[src/verilog/shc_pkg.sv]
package shc_pkg;
	localparam int unsigned CLK_MHZ        = 50;
	localparam int unsigned ACTIVE_US      = 80;
	localparam int unsigned SETTLE_US      = 4;
	localparam int unsigned EXT_DELAY_US   = 5;
	localparam int unsigned ACTIVE_CYC     = ACTIVE_US * CLK_MHZ;
	localparam int unsigned SETTLE_CYC     = SETTLE_US * CLK_MHZ;
	localparam int unsigned EXT_DELAY_CYC  = EXT_DELAY_US * CLK_MHZ;
	localparam int unsigned HYST_FACTOR    = 2;
	localparam int unsigned DATA_W         = 16;
	localparam int unsigned CNT_W          = 13;
	localparam int unsigned OSC_W          = 24;
	localparam logic [OSC_W-1:0] OSC_DEFAULT = 24'h00c350;
	localparam logic [CNT_W-1:0] ACTIVE_LAST = CNT_W'(ACTIVE_CYC - 1);
	localparam logic [CNT_W-1:0] SETTLE_LAST = CNT_W'(SETTLE_CYC - 1);
	localparam logic [CNT_W-1:0] EXT_LAST    = CNT_W'(EXT_DELAY_CYC - 1);
	localparam logic             LATCH_RST   = 1'b0;
	typedef enum logic [1:0] {
		SHC_IDLE,
		SHC_DELAY,
		SHC_ACTIVE
	} shc_state_e;
endpackage

[src/verilog/shc_top.sv]
// Operation
// - two stages each compare the sign of the sum of two differential pairs.
// - sense above centre plus half-band clears the latch, below centre minus it sets it.
// - the input switches swap between plus and minus of each pair once per sample.
// - the pulsed supply is driven only during the active window, else released.
// - samples start by themselves from an internal oscillator of set period.
// - with an external timer source, a sample starts about 5 us after its rise.
// - with the shortest period, samples run back to back limited by the window.
// - the window is a fixed 80 us; the pulsed supply pulse is one clock shorter.
`timescale 1ns/10ps
`default_nettype none
module shc_top
	import shc_pkg::*;
(
	input  wire logic                     sys_clk,
	input  wire logic                     rst_b,
	input  wire logic                     ext_timer_sel,
	input  wire logic                     sample_timer_pin,
	input  wire logic [OSC_W-1:0]         osc_period,
	input  wire logic signed [DATA_W-1:0] sense_input,
	input  wire logic signed [DATA_W-1:0] set_point,
	input  wire logic signed [DATA_W-1:0] half_band,
	output logic                          pulsed_supply_out,
	output logic                          pulsed_supply_oe,
	output logic                          input_swap,
	output logic                          on_off_out
);
	shc_state_e       state_r;
	logic [CNT_W-1:0] cnt_r;
	logic [OSC_W-1:0] osc_cnt_r;
	logic             osc_tick;
	logic             pin_d_r;
	logic             ext_tick;
	logic             tick;
	logic             upper_hit;
	logic             lower_ok;
	logic             latch_nxt;
	logic             oe_nxt;
	logic             swap_nxt;
	logic             seq_last;
	logic [1:0]       stage_hit;
	logic [OSC_W-1:0] osc_nxt;
	shc_state_e       state_nxt;
	logic signed [DATA_W-1:0] stage_pos [2];
	logic signed [DATA_W-1:0] stage_neg [2];
	genvar            g;
	logic             decide;
	logic signed [DATA_W-1:0] zero_v;

	assign zero_v = '0;

	// free-running oscillator; a period of zero or one reloads every cycle
	// and gives back-to-back samples paced only by the window
	always_comb begin
		if (ext_timer_sel || osc_tick) begin
			osc_nxt = '0;
		end else begin
			osc_nxt = osc_cnt_r + 1'b1;
		end
	end

	always_ff @(posedge sys_clk) begin
		if (!rst_b) begin
			osc_cnt_r <= '0;
		end else begin
			osc_cnt_r <= osc_nxt;
		end
	end
	// ticks keep coming during a window; the sequencer drops them
	assign osc_tick = !ext_timer_sel
		&& (osc_cnt_r + 1'b1 >= osc_period);

	always_ff @(posedge sys_clk) begin
		if (!rst_b) begin
			pin_d_r <= 1'b0;
		end else begin
			pin_d_r <= sample_timer_pin;
		end
	end
	assign ext_tick = ext_timer_sel && sample_timer_pin && !pin_d_r;
	assign tick = osc_tick || ext_tick;

	// only the delay and active phases have an end count
	always_comb begin
		seq_last = 1'b0;
		case (state_r)
			SHC_DELAY: begin
				seq_last = (cnt_r == EXT_LAST);
			end
			SHC_ACTIVE: begin
				seq_last = (cnt_r == ACTIVE_LAST);
			end
			default: begin
				seq_last = 1'b0;
			end
		endcase
	end

	// sampling sequencer; ticks outside idle are dropped, not queued
	always_comb begin
		state_nxt = state_r;
		case (state_r)
			SHC_IDLE: begin
				if (ext_tick) begin
					state_nxt = SHC_DELAY;
				end else if (tick) begin
					state_nxt = SHC_ACTIVE;
				end
			end
			SHC_DELAY: begin
				if (seq_last) begin
					state_nxt = SHC_ACTIVE;
				end
			end
			SHC_ACTIVE: begin
				if (seq_last) begin
					state_nxt = SHC_IDLE;
				end
			end
			default: begin
				state_nxt = SHC_IDLE;
			end
		endcase
	end

	// one phase step per edge at most
	always_ff @(posedge sys_clk) begin
		if (!rst_b) begin
			state_r <= SHC_IDLE;
		end else begin
			state_r <= state_nxt;
		end
	end

	// phase counter restarts on every phase change and rests in idle
	always_ff @(posedge sys_clk) begin
		if (!rst_b) begin
			cnt_r <= '0;
		end else if (state_nxt != state_r) begin
			cnt_r <= '0;
		end else if (state_r == SHC_IDLE) begin
			cnt_r <= '0;
		end else begin
			cnt_r <= cnt_r + 1'b1;
		end
	end

	// enable and swap drop on the same last count, so the switches never
	// toggle while the supply is already released
	always_comb begin
		oe_nxt   = (state_r == SHC_ACTIVE) && !seq_last;
		swap_nxt = oe_nxt && (cnt_r >= (ACTIVE_LAST >> 1));
	end

	// supply drives high only in the window, released otherwise
	always_ff @(posedge sys_clk) begin
		if (!rst_b) begin
			pulsed_supply_oe <= 1'b0;
		end else begin
			pulsed_supply_oe <= oe_nxt;
		end
	end
	assign pulsed_supply_out = 1'b1;

	// first half of window charges, second half discharges the sample caps
	always_ff @(posedge sys_clk) begin
		if (!rst_b) begin
			input_swap <= 1'b0;
		end else begin
			input_swap <= swap_nxt;
		end
	end

	// two stages differ only in which side of the band they watch
	generate
		for (g = 0; g < 2; g++) begin : g_stage
			if (g == 0) begin : g_upper
				// sense - set - half > 0
				assign stage_pos[g] = sense_input;
				assign stage_neg[g] = set_point;
			end else begin : g_lower
				// set - sense - half > 0
				assign stage_pos[g] = set_point;
				assign stage_neg[g] = sense_input;
			end
			shc_compare u_cmp (
				.pa_pos (stage_pos[g]),
				.pa_neg (stage_neg[g]),
				.pb_pos (zero_v),
				.pb_neg (half_band),
				.result (stage_hit[g])
			);
		end
	endgenerate
	assign upper_hit = stage_hit[0];
	assign lower_ok  = stage_hit[1];

	// decide after settling, once per window; inputs are trusted steady then
	assign decide = (state_r == SHC_ACTIVE) && (cnt_r == SETTLE_LAST);

	// inside the band, and between windows, the latch keeps its value
	always_comb begin
		latch_nxt = on_off_out;
		if (decide && upper_hit) begin
			latch_nxt = 1'b0;
		end else if (decide && lower_ok) begin
			latch_nxt = 1'b1;
		end
	end

	always_ff @(posedge sys_clk) begin
		if (!rst_b) begin
			on_off_out <= LATCH_RST;
		end else begin
			on_off_out <= latch_nxt;
		end
	end
endmodule
`default_nettype wire

[src/verilog/shc_compare.sv]
`timescale 1ns/10ps
`default_nettype none
// one comparison stage: sign of the sum of two differential pairs
module shc_compare
	import shc_pkg::*;
(
	input  wire logic signed [DATA_W-1:0] pa_pos,
	input  wire logic signed [DATA_W-1:0] pa_neg,
	input  wire logic signed [DATA_W-1:0] pb_pos,
	input  wire logic signed [DATA_W-1:0] pb_neg,
	output logic                          result
);
	logic signed [DATA_W+1:0] sum;

	always_comb begin
		sum = (DATA_W+2)'(pa_pos) - (DATA_W+2)'(pa_neg)
		    + (DATA_W+2)'(pb_pos) - (DATA_W+2)'(pb_neg);
		result = (sum > 0);
	end
endmodule
`default_nettype wire

[config.mk]
export PLATFORM = sky130hd
export DESIGN_NAME = shc_top
export DESIGN_NICKNAME = d
export VERILOG_FILES = /design/src/verilog/shc_pkg.sv /design/src/verilog/shc_top.sv /design/src/verilog/shc_compare.sv
export SDC_FILE = /design/constraint.sdc
export NUM_CORES = 1
export LEC_CHECK = 0
export BUFFER_PORTS_ARGS = -buffer_cell sky130_fd_sc_hd__buf_4
export CAP_MARGIN = 30
export CORE_ASPECT_RATIO = 1.2
export CORE_UTILIZATION = 36
export DETAILED_ROUTE_END_ITERATION = 10
export HOLD_SLACK_MARGIN = 0.06
export SYNTH_ARGS = -nofsm -noshare
export SYNTH_HDL_FRONTEND = slang
export SYNTH_SLANG_ARGS = --single-unit
[constraint.sdc]
create_clock -name sys_clk -period 3.55 [get_ports sys_clk]
set_input_delay 0.355 -clock sys_clk [delete_from_list [all_inputs] [get_ports sys_clk]]
set_output_delay 0.355 -clock sys_clk [all_outputs]
set_load 0.05 [all_outputs]
; Word-level counts from Yosys, hierarchy flattened
; Cells that the tools add are included.
[word_totals]
rom_bits = 0
latch_bits = 0
n_memories = 0
word_cells = 47
register_bits = 43
mem_bits_rw = 0
[op_classes]
n_mul = 0
bitwise = 1
order_cmp = 4
shifts = 0
div = 0
n_reduce_logical = 17
add_sub_neg = 6
n_eq_ne = 6
muxes = 6
[ops]
columns = op, n
row1 = "18-bit by 1-bit greater-than comparator with 1-bit output, second input constant", 2
row2 = 17-bit by 16-bit subtractor with 18-bit output, 2
row3 = 16-bit by 16-bit subtractor with 17-bit output, 2
row4 = "13-bit by 8-bit equality test with 1-bit output, second input constant", 2
row5 = "24-bit by 1-bit adder with 24-bit output, second input constant", 1
row6 = 24-bit greater-or-equal comparator, 1
row7 = "13-bit by 1-bit adder with 13-bit output, second input constant", 1
row8 = "13-bit by 12-bit equality test with 1-bit output, second input constant", 1
row9 = "13-bit by 11-bit greater-or-equal comparator with 1-bit output, second input constant", 1
row10 = 1-bit logical AND, 8
row11 = 2-bit two-way mux, 4
row12 = 2-bit case mux with 3 select lines, 1
row13 = 2-bit OR reduction, 2
row14 = 1-bit logical NOT, 3
row15 = 3-bit OR reduction, 1
row16 = "2-bit by 1-bit equality test with 1-bit output, second input constant", 1
row17 = "2-bit equality test, second input constant", 1
row18 = 2-bit logical NOT, 1
row19 = 1-bit logical OR, 2
row20 = 2-bit inequality test, 1
row21 = 1-bit case mux with 2 select lines, 1
row22 = 1-bit inverter, 1

; Logic depth before layout (Yosys ltp)
; Gate-level depths: netlist (run 1).
[logic_depth]
word_depth = 9
ltp_mapped = 16

; Hierarchy
; A second synthesis (run 1) with hierarchy kept.
[unflattened]
cells_unflattened = 774
area_unflattened_um2 = 6376.1
[by_module_without_submodules]
columns = mod, cells_each, area_per_inst_um2, instances
row1 = shc_top, 320, 2736.4, 1
row2 = shc_compare (g_stage[0].u_cmp), 229, 1841.8, 1
row3 = shc_compare (g_stage[1].u_cmp), 225, 1798.0, 1

; Worst setup path before layout (run 1)
; No wires, ideal clock.
[synth_timing]
kind = register to register
from = reg osc_cnt_r[7]
to = reg osc_cnt_r[21]
stages_incl_launch_ff = 17
path_slack_ns = 0.417
path_buffers = 1
t_required_ns = 3.484
arrival_time_ns = 3.067
setup_ns = 0.066
path_cell_list = dfxtp_1 > nand4_1 > nor2_1 > and4_1 > nand3_1 > nor2_1 > xor2_1 > ha_1 > a21o_1 > a21o_1 > a21o_1 > nor4_1 > o21ai_0 > a22oi_1 > o2111ai_1 > clkbuf_1 > nor2b_1
[synth_between]
elab_chain_cells = 5
[synth_rtl]
columns = element, line
row1 = "start, declared", shc_top.sv:30  ; logic [OSC_W-1:0] osc_cnt_r;
row2 = "start signal, assigned", shc_top.sv:66  ; osc_cnt_r <= osc_nxt;
row3 = 24-bit by 1-bit adder with 24-bit output *, "shc_top.sv:58, shc_top.sv:71"
row4 = 24-bit greater-or-equal comparator, shc_top.sv:71  ; && (osc_cnt_r + 1'b1 >= osc_period);
row5 = 1-bit logical AND, shc_top.sv:71
row6 = 1-bit logical OR, shc_top.sv:55  ; if (ext_timer_sel || osc_tick) begin
row7 = 2-bit OR reduction (no source line), --
; Every way passes the cells marked *; elsewhere a longest branch is shown, timed or not.
; A chain may end at the register's enable or synchronous reset.

; Worst setup path after layout (run 1)
[layout_timing]
from = reg osc_cnt_r[8]
to = reg osc_cnt_r[11]
; Same word-level chain as after synthesis.

==> results of run 1 <==
-- state kept, by name, summed over array words and instances, names as in the netlist --
signal and count:
osc_cnt_r 24, on_off_out 1, pulsed_supply_oe 1, pin_d_r 1, state_r 2, input_swap 1, cnt_r 13
-- cells in the mapped netlist (all sizes together) (2+ instances only) --
| cell type | number |
|---|---|
| nor2b | 31 |
| o21ai | 27 |
| o2111ai | 5 |
| buf | 5 |
| ha | 64 |
| fa | 32 |
| nand2b | 7 |
| nor4 | 5 |
| nor4bb | 2 |
| o21a | 3 |
| o21bai | 2 |
| nand2 | 26 |
| a31o | 2 |
| a41oi | 2 |
| a21o | 14 |
| o22ai | 4 |
| a41o | 2 |
| xnor2 | 23 |
| and2 | 7 |
| or2 | 4 |
| clkbuf | 8 |
| o31a | 3 |
| nor2 | 46 |
| xor2 | 19 |
| a21oi | 24 |
| inv | 101 |
| a31oi | 3 |
| and3 | 13 |
| or3 | 4 |
| a211o | 5 |
| o41ai | 5 |
| a2bb2oi | 2 |
| nor3b | 4 |
| nand4 | 18 |
| and4 | 4 |
| a211oi | 10 |
| nor3 | 14 |
| o311ai | 3 |
| mux2i | 5 |
| o221ai | 2 |
| nand3 | 18 |
| o31ai | 3 |
| a32oi | 2 |
| a2111oi | 8 |
| dfxtp | 43 |
-- layout make-up --
type	count	area [sq um]	area share, %
multi-input combinational	494	4060	64.1
sequential	43	861	13.6
timing repair buffer	85	651	10.3
inverter	101	379	5.99
tap	175	219	3.46
clock buffer	7	153	2.41
clock inverter	1	7.51	0.119
-- placed cells by master, fill, tap and decap left out, types with 10 or more instances in the layout --
cell type / Yosys / final
nand4_1: 18 / 18
nor2b_1: 31 / 31
a21o_1: 14 / 14
nand2_1: 26 / 26
inv_1: 101 / 101
nor2_1: 46 / 45
buf_4: 1 / 84
dfxtp_1: 43 / 43
fa_1: 32 / 32
a21oi_1: 22 / 20
and3_1: 13 / 13
nand3_1: 18 / 18
nor3_1: 14 / 14
o21ai_0: 23 / 22
xnor2_1: 23 / 22
a211oi_1: 10 / 10
ha_1: 64 / 64
xor2_1: 19 / 19
-- cells by family (layout without fill, tap and decap cells) --
family | Yosys count | in the layout | synth area share [%]
flip-flops | 43 | 43 | 16.1
XOR/XNOR | 42 | 42 | 6.89
AND/OR/NAND/NOR | 207 | 207 | 20.7
multiplexers | 6 | 6 | 1.22
other | 1 | 1 | 0.0702
AO/OA/AOI/OAI | 142 | 142 | 19.7
adder cells (fa/ha/maj) | 96 | 96 | 27.0
buffers and inverters | 114 | 194 | 8.30
-- repair_timing --
item | 4_1_cts | 5_1_grt
resized for setup | 0 | 7
buffers inserted | 0 | 0
endpoints found under the setup margin | 0 | 25
hold buffers | 0 | 0
-- per-stage QoR --
stage / setup TNS (ps) / hold WS [ps] / setup slack [ps] / utilization (%) / std cells
global route: -419 / 291 / -51.5 / 43.9 / 906
finish: 0 / 299 / 304 / 43.9 / 906
CTS: 0 / 289 / 196 / 43.7 / 906
global placement: 0 / 452 / 169 / 42.6 / 898
detailed placement: 0 / 464 / 75.5 / 42.6 / 898
floorplan: 0 / 433 / 417 / - / 651
-- power groups by stage --
stage,clock (mW),combinational [mW],sequential [mW]
4_1_cts,0.504,0.958,0.490
3_5_place_dp,0,0.951,0.501
6_report,0.488,0.967,0.490
2_1_floorplan,0,0.696,0.500
3_3_place_gp,0,0.930,0.501
5_1_grt,0.516,1.07,0.490
-- worst max path at each step --
| stage | slack [ps] | to | cells after the start | start |
|---|---|---|---|---|
| after floorplan | 420 | osc_cnt_r[21]$_SDFF_PP0_ | 16 | osc_cnt_r[7]$_SDFF_PP0_ |
| after global placement | 170 | on_off_out$_SDFFE_PP0P_ | 12 | half_band[4] |
| after detailed placement | 80 | on_off_out$_SDFFE_PP0P_ | 12 | half_band[7] |
| after CTS | 200 | osc_cnt_r[11]$_SDFF_PP0_ | 15 | osc_cnt_r[0]$_SDFF_PP0_ |
| after global routing | -50 | osc_cnt_r[12]$_SDFF_PP0_ | 16 | osc_cnt_r[10]$_SDFF_PP0_ |
| final | 300 | osc_cnt_r[11]$_SDFF_PP0_ | 16 | osc_cnt_r[8]$_SDFF_PP0_ |
-- per-layer routing --
| layer | GRT usage (%) | up-vias | wire, um |
|---|---|---|---|
| li1 | - | 2423 | - |
| met1 | 19.2 | 2314 | 5340 |
| met2 | 32.3 | 124 | 6460 |
| met3 | 1.16 | 26 | 429 |
| met4 | 7.16 | 0 | 397 |
| met5 | 0 | - | 0 |
==> impl_metrics.tcl, run 1 <==
set metrics [dict create \
    synthDistinctLibCells 73 \
    n_fill_cell 1442 \
    area_growth_pct 18.5 \
    slowest_stage "dfxtp_1" \
    hold_end "pin_d_r$_SDFF_PN0_" \
    syn_area_per_cell_sq_um 8.20 \
    timing.critical_path.mode_cell "a21o_1" \
    grt_max_degree 25 \
    r2r_setup_slack_ps 300 \
    path_cells "nand4_1 > nor2_1 > and4_1 > nand3_1 > nor2_2 > xor2_1 > ha_1 > a21o_1 > a21o_1 > a21o_1 > nor4_1 > o21ai_1 > a22oi_1 > o2111ai_2 > buf_12 > nor2b_1" \
    hold_class "in -> reg" \
    yosysWarnings 0 \
    intPower_mw 1.21 \
    ant_nets 0 \
    max_freq_ghz 0.308 \
    cellPowerDensity_mw_per_mm2 307 \
    p_total_mw 1.95 \
    drc_errors 0 \
    dr_total_vias 4887 \
    dp_hpwl_mm 10.5 \
    synth_area_sq_mm 0.00534 \
    p_sw_share_pct 37.9 \
    comb_power_share_pct 49.7 \
    async_reset_ff_share_pct 0 \
    setup_violations 0 \
    min-delay-start "sample_timer_pin" \
    fin_crit_sh_pct 91.4 \
    coreArea_sq_mm 0.0144 \
    critPathTopFamily "simple AND/OR/NAND/NOR gates" \
    max_stage_delay_ps 380 \
    viasPerCell 5.39 \
    antenna_cells 0 \
    postLayoutCellArea_sq_mm 0.00633 \
    drive_gt1_share_pct 15.7 \
    worst_pin_slew_ps 561 \
    worstSetupStartpointType "flop" \
    crit_fanout 24 \
    tritoncts "yes" \
    start_util_pct 37.0 \
    synth.largest_area_cell "dfxtp_1" \
    clk_pin_slew_ps 60 \
    cts_buffers 5 \
    cts.sinks 43 \
    grt_pass1_wl_mm 21.2 \
    p_seq_share_pct 25.2 \
    drt-total-wl_mm 12.6 \
    leakage_nw 3.02 \
    die_w_um 113 \
    synthFlopType "dfxtp_1" \
    yosysTopAreaCellShare_pct 16.1 \
    place.gp.congestion 0.876 \
    crit_buf_inv 1 \
    cts_root_buffer "clkbuf_16" \
    fp.dieH_um 135 \
    first_global_vias 4797 \
    max-cap-violations 0 \
    required_ps 3770 \
    timing.rr.start "osc_cnt_r[8]$_SDFF_PP0_" \
    fin_nets 902 \
    reg2reg_depth 16 \
    post_dp_cell_area_sq_mm 0.00614 \
    period_needed_ps 3250 \
    grt_antenna_before_repair 0 \
    status "complete, no violations" \
    die-area_sq_mm 0.0153 \
    reg2reg_to "osc_cnt_r[11]$_SDFF_PP0_" \
    ir_drop_uv 153 \
    crit_type "reg -> reg" \
    ys_seq_area_share_pct 16.1 \
    clock_path_buffers 2 \
    finClkSkew_ps 3.21 \
    syn_inst 651 \
    clkPwrFrac_pct 25.1 \
    holdPathStages 2 \
    rows 48 \
    ioPinCount 80 \
    synthTopCellsByArea "dfxtp_1 16%, ha_1 15%, fa_1 12%, inv_1 7.1%, xnor2_1 3.8%" \
    drtIter0Drc 210 \
    slew_headroom_pct 62.5 \
    syn_nets 823 \
    portBuffers 78 \
    drv_slew 0 \
    crit_path_end_kind "flop" \
    p_sw_mw 0.737 \
    htree_levels 2 \
    clkLatencyLatePin_ps 280 \
    drt_pass1_iterations 5 \
    worstPathArrival_ps 3460 \
    finalHoldViolCount 0 \
    grt_usage_pct 16.9 \
    synth_edf_count 0 \
    overflow 0 \
    wl_per_cell_um 13.9 \
    synth_seq_cells 43 \
]
(Power assumes the default switching activity.)
==> run 2: changes to the inputs <==
--- a/config.mk
+++ b/config.mk
@@ -8,9 +8,11 @@
 export BUFFER_PORTS_ARGS = -buffer_cell sky130_fd_sc_hd__buf_4
 export CAP_MARGIN = 30
 export CORE_ASPECT_RATIO = 1.2
-export CORE_UTILIZATION = 36
+export CORE_UTILIZATION = 57
+export CTS_BUF_LIST = sky130_fd_sc_hd__clkbuf_4
 export DETAILED_ROUTE_END_ITERATION = 10
 export HOLD_SLACK_MARGIN = 0.06
+export PLACE_DENSITY = 0.8
 export SYNTH_ARGS = -nofsm -noshare
 export SYNTH_HDL_FRONTEND = slang
 export SYNTH_SLANG_ARGS = --single-unit
==> run 2 against run 1 <==
Compared with the run above: global-route usage grew 8.8 points; total power shrank 12%; wire length shrank 1.9%; sequential cell count is the same; sequential power is essentially flat; register-to-register slack lost 240 ps; largest power group unchanged; clock-buffer cell count shrank 2; sequential share of layout area grew 0.35 points; fmax shrank 7.0%; final cell count shrank 5.7%.
==> impl_metrics.tcl, run 2 (synthesized netlist as in run 1, its figures left out) <==
set metrics [dict create \
    coreArea_sq_mm 0.00908 \
    max_stage_delay_ps 390 \
    stdcell_count 854 \
    regMostFlops "osc_cnt_r" \
    cellPowerDensity_mw_per_mm2 274 \
    timing.critical_path.mode_cell "a21o_1" \
    area_growth_pct 16.2 \
    r2r_setup_slack_ps 60 \
    required_ps 3870 \
    dp_hpwl_mm 9.97 \
    cts_buffers 5 \
    ant_nets 0 \
    wl_per_cell_um 14.5 \
    intPower_mw 0.985 \
    p_sw_share_pct 42.2 \
    grt_antenna_before_repair 0 \
    fin_nets 905 \
    postLayoutCellArea_sq_mm 0.00621 \
    clkLatencyLatePin_ps 390 \
    p_sw_mw 0.718 \
    drtIter0Drc 225 \
    crit_type "reg -> reg" \
    slowest_stage "dfxtp_1" \
    viasPerCell 5.81 \
    drc_errors 0 \
    post-place-cells 844 \
    worst_slack_ps 59.3 \
    dr_total_vias 4959 \
    dp_slack_ps 59.9 \
    ctsHoldBuffers 0 \
    grt_pass1_wl_mm 20.6 \
    largest_reg_flops 24 \
    worstPathArrival_ps 3810 \
    critPathCapture "osc_cnt_r[3]$_SDFF_PP0_" \
    seq_area_sq_um 866 \
    grt_usage_pct 25.7 \
    portBuffers 78 \
    rows 38 \
    crit_fanout 11 \
    hold_class "in -> reg" \
    top_regs "osc_cnt_r: 24 flops, cnt_r: 13 flops, state_r: 2 flops" \
    worstSetupStartpointType "flop" \
    leakage_nw 2.99 \
    status "complete, no violations" \
    finClkSkew_ps 17.8 \
    reg2reg_to "osc_cnt_r[3]$_SDFF_PP0_" \
    ir_drop_uv 141 \
    slew_headroom_pct 59.1 \
    drt-total-wl_mm 12.4 \
    clock_path_buffers 2 \
    layout_common_cells "101 x inv_1, 87 x buf_4, 64 x ha_1" \
    period_needed_ps 3490 \
    drive_gt1_share_pct 17.3 \
    fp.dieH_um 108 \
    path_cells "nand4_1 > nor2_2 > and4_4 > nand3_2 > nor2_4 > xor2_2 > ha_1 > a21o_1 > a21o_1 > a21o_1 > nor4_1 > o21ai_1 > a22oi_1 > o2111ai_2 > buf_4 > nor2b_1" \
    startpoint "osc_cnt_r[9]$_SDFF_PP0_" \
    first_global_vias 4835 \
    crit_path_end_kind "flop" \
    ioPinCount 80 \
    finalHoldViolCount 0 \
    grt_max_degree 23 \
    place.gp.congestion 0.917 \
    cts_root_buffer "clkbuf_4" \
    comb_power_share_pct 56.6 \
    reg2reg_depth 16 \
    cts.sinks 43 \
    overflow 0 \
    hold_ws_ps 163 \
    final.setup.tns_ps 0 \
    max-cap-violations 0 \
    n_fill_cell 732 \
    final_common_cell "inv_1" \
    drt_pass1_iterations 4 \
    die-area_sq_mm 0.00976 \
    final_util_pct 68.3 \
    start_util_pct 58.8 \
    worst_pin_slew_ps 604 \
    die_w_um 90.3 \
    multi_input_area_sq_mm 0.00409 \
    tritoncts "yes" \
    max_freq_ghz 0.286 \
    timing.rr.start "osc_cnt_r[9]$_SDFF_PP0_" \
    clk_pin_slew_ps 140 \
    p_total_mw 1.70 \
    p_seq_share_pct 28.8 \
    post_dp_cell_area_sq_mm 0.00607 \
    antenna_cells 0 \
    min-delay-start "sample_timer_pin" \
    fin_crit_sh_pct 98.3 \
    clkPwrFrac_pct 14.6 \
    setup_violations 0 \
    drv_slew 0 \
    htree_levels 2 \
]
run 2: layout make-up:
| cell class | count | area share (%) |
|---|---|---|
| clock buffers | 5 | 0.605 |
| well taps | 120 | 2.42 |
| inverters | 101 | 6.11 |
| flip-flops and latches | 43 | 14.0 |
| clock inverters | 3 | 0.323 |
| repair buffers | 88 | 10.7 |
| multi-input cells | 494 | 65.9 |
run 2: timing repair:
item / 4_1_cts / 5_1_grt
endpoints found under the hold margin: 0 / 0
gates resized for setup: 0 / 19
endpoints found under the setup margin: 0 / 23
buffers inserted: 0 / 1
run 2: worst min path at each step:
stage,endpoint,cells past startpoint,slack (ps)
detailed placement,cnt_r[0]$_SDFF_PP0_,1,460
CTS,pin_d_r$_SDFF_PN0_,2,160
floorplan,osc_cnt_r[0]$_SDFF_PP0_,1,430
finish,pin_d_r$_SDFF_PN0_,2,160
global placement,osc_cnt_r[0]$_SDFF_PP0_,1,450
global route,pin_d_r$_SDFF_PN0_,2,180
run 2: critical path: cells and delay by family (launching register included):
kind            cells  cell delay [ps]
flops               1              390
simple gates        7             1190
fa+ha+maj           1              260
compound gates      6             1130
xor+xnor            1              180
buf+inv             1              250
run 2: power groups by stage:
stage	sequential, mW	combinational, mW	clock [mW]
global route	0.491	1.07	0.273
detailed placement	0.501	0.942	0
CTS	0.490	0.950	0.256
global placement	0.501	0.915	0
floorplan	0.500	0.696	0
finish	0.490	0.964	0.249
run 2: metal layers:
metal,routed length (um),vias up,part of all wire (%),global-route usage [%]
li1,-,2429,-,-
met1,5160,2355,42,28.5
met2,6380,141,51,49.7
met5,0,-,0,0
met4,430,0,3.5,11.3
met3,412,34,3.3,2.39
==> run 3: changes to the inputs <==
--- a/config.mk
+++ b/config.mk
@@ -8,11 +8,11 @@
 export BUFFER_PORTS_ARGS = -buffer_cell sky130_fd_sc_hd__buf_4
 export CAP_MARGIN = 30
 export CORE_ASPECT_RATIO = 1.2
-export CORE_UTILIZATION = 57
+export CORE_UTILIZATION = 60
 export CTS_BUF_LIST = sky130_fd_sc_hd__clkbuf_4
 export DETAILED_ROUTE_END_ITERATION = 10
 export HOLD_SLACK_MARGIN = 0.06
-export PLACE_DENSITY = 0.8
+export PLACE_DENSITY = 0.83
 export SYNTH_ARGS = -nofsm -noshare
 export SYNTH_HDL_FRONTEND = slang
 export SYNTH_SLANG_ARGS = --single-unit
==> run 3 against run 2 <==
Compared with the run above: sequential cell count unchanged; clock power is 2% lower; worst hold slack better by 36 ps; via count fell by 1.8%; utilization is 3.1 points higher; first-iteration DRC count decreased by 28%; largest cell class unchanged; sequential power hardly changed; combinational power decreased by 0.5%; critical path depth is 1 lower.
==> impl_metrics.tcl, run 3 (synthesized netlist as in run 1, its figures left out) <==
set metrics [dict create \
    status "complete, no violations" \
    worstPathArrival_ps 3630 \
    reg2reg_depth 15 \
    slew_headroom_pct 63.7 \
    first_global_vias 4768 \
    dp_hpwl_mm 10.0 \
    coreArea_sq_mm 0.00861 \
    grt_pass1_wl_mm 20.2 \
    htree_levels 2 \
    max-cap-violations 0 \
    final_common_cell "inv_1" \
    portBuffers 78 \
    final_util_pct 71.4 \
    grt_antenna_before_repair 0 \
    ioPinCount 80 \
    largest_reg_flops 24 \
    timing.rr.start "osc_cnt_r[8]$_SDFF_PP0_" \
    drt-total-wl_mm 12.1 \
    regMostFlops "osc_cnt_r" \
    antenna_cells 0 \
    hold_class "in -> reg" \
    drt_pass1_iterations 4 \
    top_regs "osc_cnt_r: 24 flops, cnt_r: 13 flops, state_r: 2 flops" \
    r2r_setup_slack_ps 190 \
    cts.sinks 43 \
    final.setup.tns_ps 0 \
    viasPerCell 5.73 \
    cts_buffers 5 \
    grt_max_degree 14 \
    hold_end "pin_d_r$_SDFF_PN0_" \
    reg2reg_to "state_r[1]$_SDFF_PN0_" \
    overflow 0 \
    fin_crit_sh_pct 94.6 \
    crit_fanout 4 \
    leakage_nw 2.97 \
    crit_type "reg -> reg" \
    drtIter0Drc 162 \
    tritoncts "yes" \
    place.gp.congestion 0.924 \
    clk_pin_slew_ps 140 \
    dp_slack_ps 141 \
    drive_gt1_share_pct 16.0 \
    clkLatencyLatePin_ps 370 \
    max_freq_ghz 0.298 \
    p_total_mw 1.69 \
    drv_slew 0 \
    worstSetupStartpointType "flop" \
    finalHoldViolCount 0 \
    ant_nets 0 \
    drc_errors 0 \
    n_fill_cell 681 \
    fp.dieH_um 105 \
    area_growth_pct 15.2 \
    holdPathStages 2 \
    crit_path_end_kind "flop" \
    fin_nets 904 \
    rows 37 \
    die-area_sq_mm 0.00928 \
    required_ps 3830 \
    period_needed_ps 3360 \
    layout_common_cells "101 x inv_1, 87 x buf_4, 64 x ha_1" \
    dr_total_vias 4872 \
    worst_slack_ps 193 \
    grt_usage_pct 26.9 \
    cellPowerDensity_mw_per_mm2 275 \
    cts_root_buffer "clkbuf_4" \
    die_w_um 88.1 \
    clock_path_buffers 2 \
    finClkSkew_ps 20.9 \
    cts_setup_buffers 0 \
    ir_drop_uv 155 \
    wl_per_cell_um 14.2 \
    worst_pin_slew_ps 543 \
    start_util_pct 62.0 \
    min-delay-start "sample_timer_pin" \
    setup_violations 0 \
]
==> run 3: cell types whose count changed in the layout (fill, tap and decap cells not counted), moves of 2 or more <==
cell     change
dfxtp_1      +4
xnor2_1      +2
dfxtp_2      -4
xnor2_2      -2
==> run 3: worst max-delay path by stage <==
stage          cells past startpoint                    start  slack [ps]                  endpoint
2_1_floorplan                     16  osc_cnt_r[7]$_SDFF_PP0_         420  osc_cnt_r[21]$_SDFF_PP0_
3_3_place_gp                      12             half_band[4]         210   on_off_out$_SDFFE_PP0P_
3_5_place_dp                      11             half_band[7]         140   on_off_out$_SDFFE_PP0P_
4_1_cts                           15  osc_cnt_r[8]$_SDFF_PP0_         160   osc_cnt_r[7]$_SDFF_PP0_
5_1_grt                           16  osc_cnt_r[8]$_SDFF_PP0_         -30   osc_cnt_r[2]$_SDFF_PP0_
6_report                          15  osc_cnt_r[8]$_SDFF_PP0_         190     state_r[1]$_SDFF_PN0_
==> run 3: layout make-up <==
class | count | area, sq um | area share, %
Multi-Input combinational cell | 494 | 4060 | 65.9
Sequential cell | 43 | 861 | 14.0
Timing Repair Buffer | 87 | 653 | 10.6
Inverter | 101 | 379 | 6.16
Tap cell | 117 | 146 | 2.38
Clock buffer | 6 | 45.0 | 0.732
Clock inverter | 2 | 12.5 | 0.203
==> run 3: power breakdown <==
| group | switching [mW] | internal [mW] | total (mW) |
|---|---|---|---|
| clock network | 0.160 | 0.0841 | 0.244 |
| logic | 0.539 | 0.420 | 0.959 |
| registers | 0.00402 | 0.486 | 0.490 |
==> run 3: timing repair <==
item                       in CTS  in global routing
hold buffers                    0                  0
gates resized for setup         0                  6
setup endpoints to repair       0                 25
==> run 3: critical path: stages, from the launching register on <==
cell and delay [ps]:
dfxtp_1 400, nand4_1 170, nor2_2 150, and4_1 280, nand3_2 140, nor2_2 150
xor2_1 200, ha_1 270, a21o_1 160, a21o_1 170, a21o_1 190, nor4_1 200
o21ai_1 160, a21boi_0 190, a221oi_1 120, o311a_1 340
==> run 3: metal layers <==
metal / track usage, % / vias to the layer above / routed length (um)
li1: - / 2436 / -
met1: 31.7 / 2289 / 4990
met2: 49.6 / 123 / 6350
met3: 2.51 / 24 / 410
met4: 9.79 / 0 / 311
met5: 0 / - / 0
==> run 3: metrics by stage <==
step | std cells | hold WS [ps] | area, sq um
2_1_floorplan | 651 | 433 | 5340
3_3_place_gp | 842 | 453 | 6070
3_5_place_dp | 842 | 465 | 6070
4_1_cts | 850 | 190 | 6130
5_1_grt | 850 | 192 | 6150
6_report | 850 | 198 | 6150
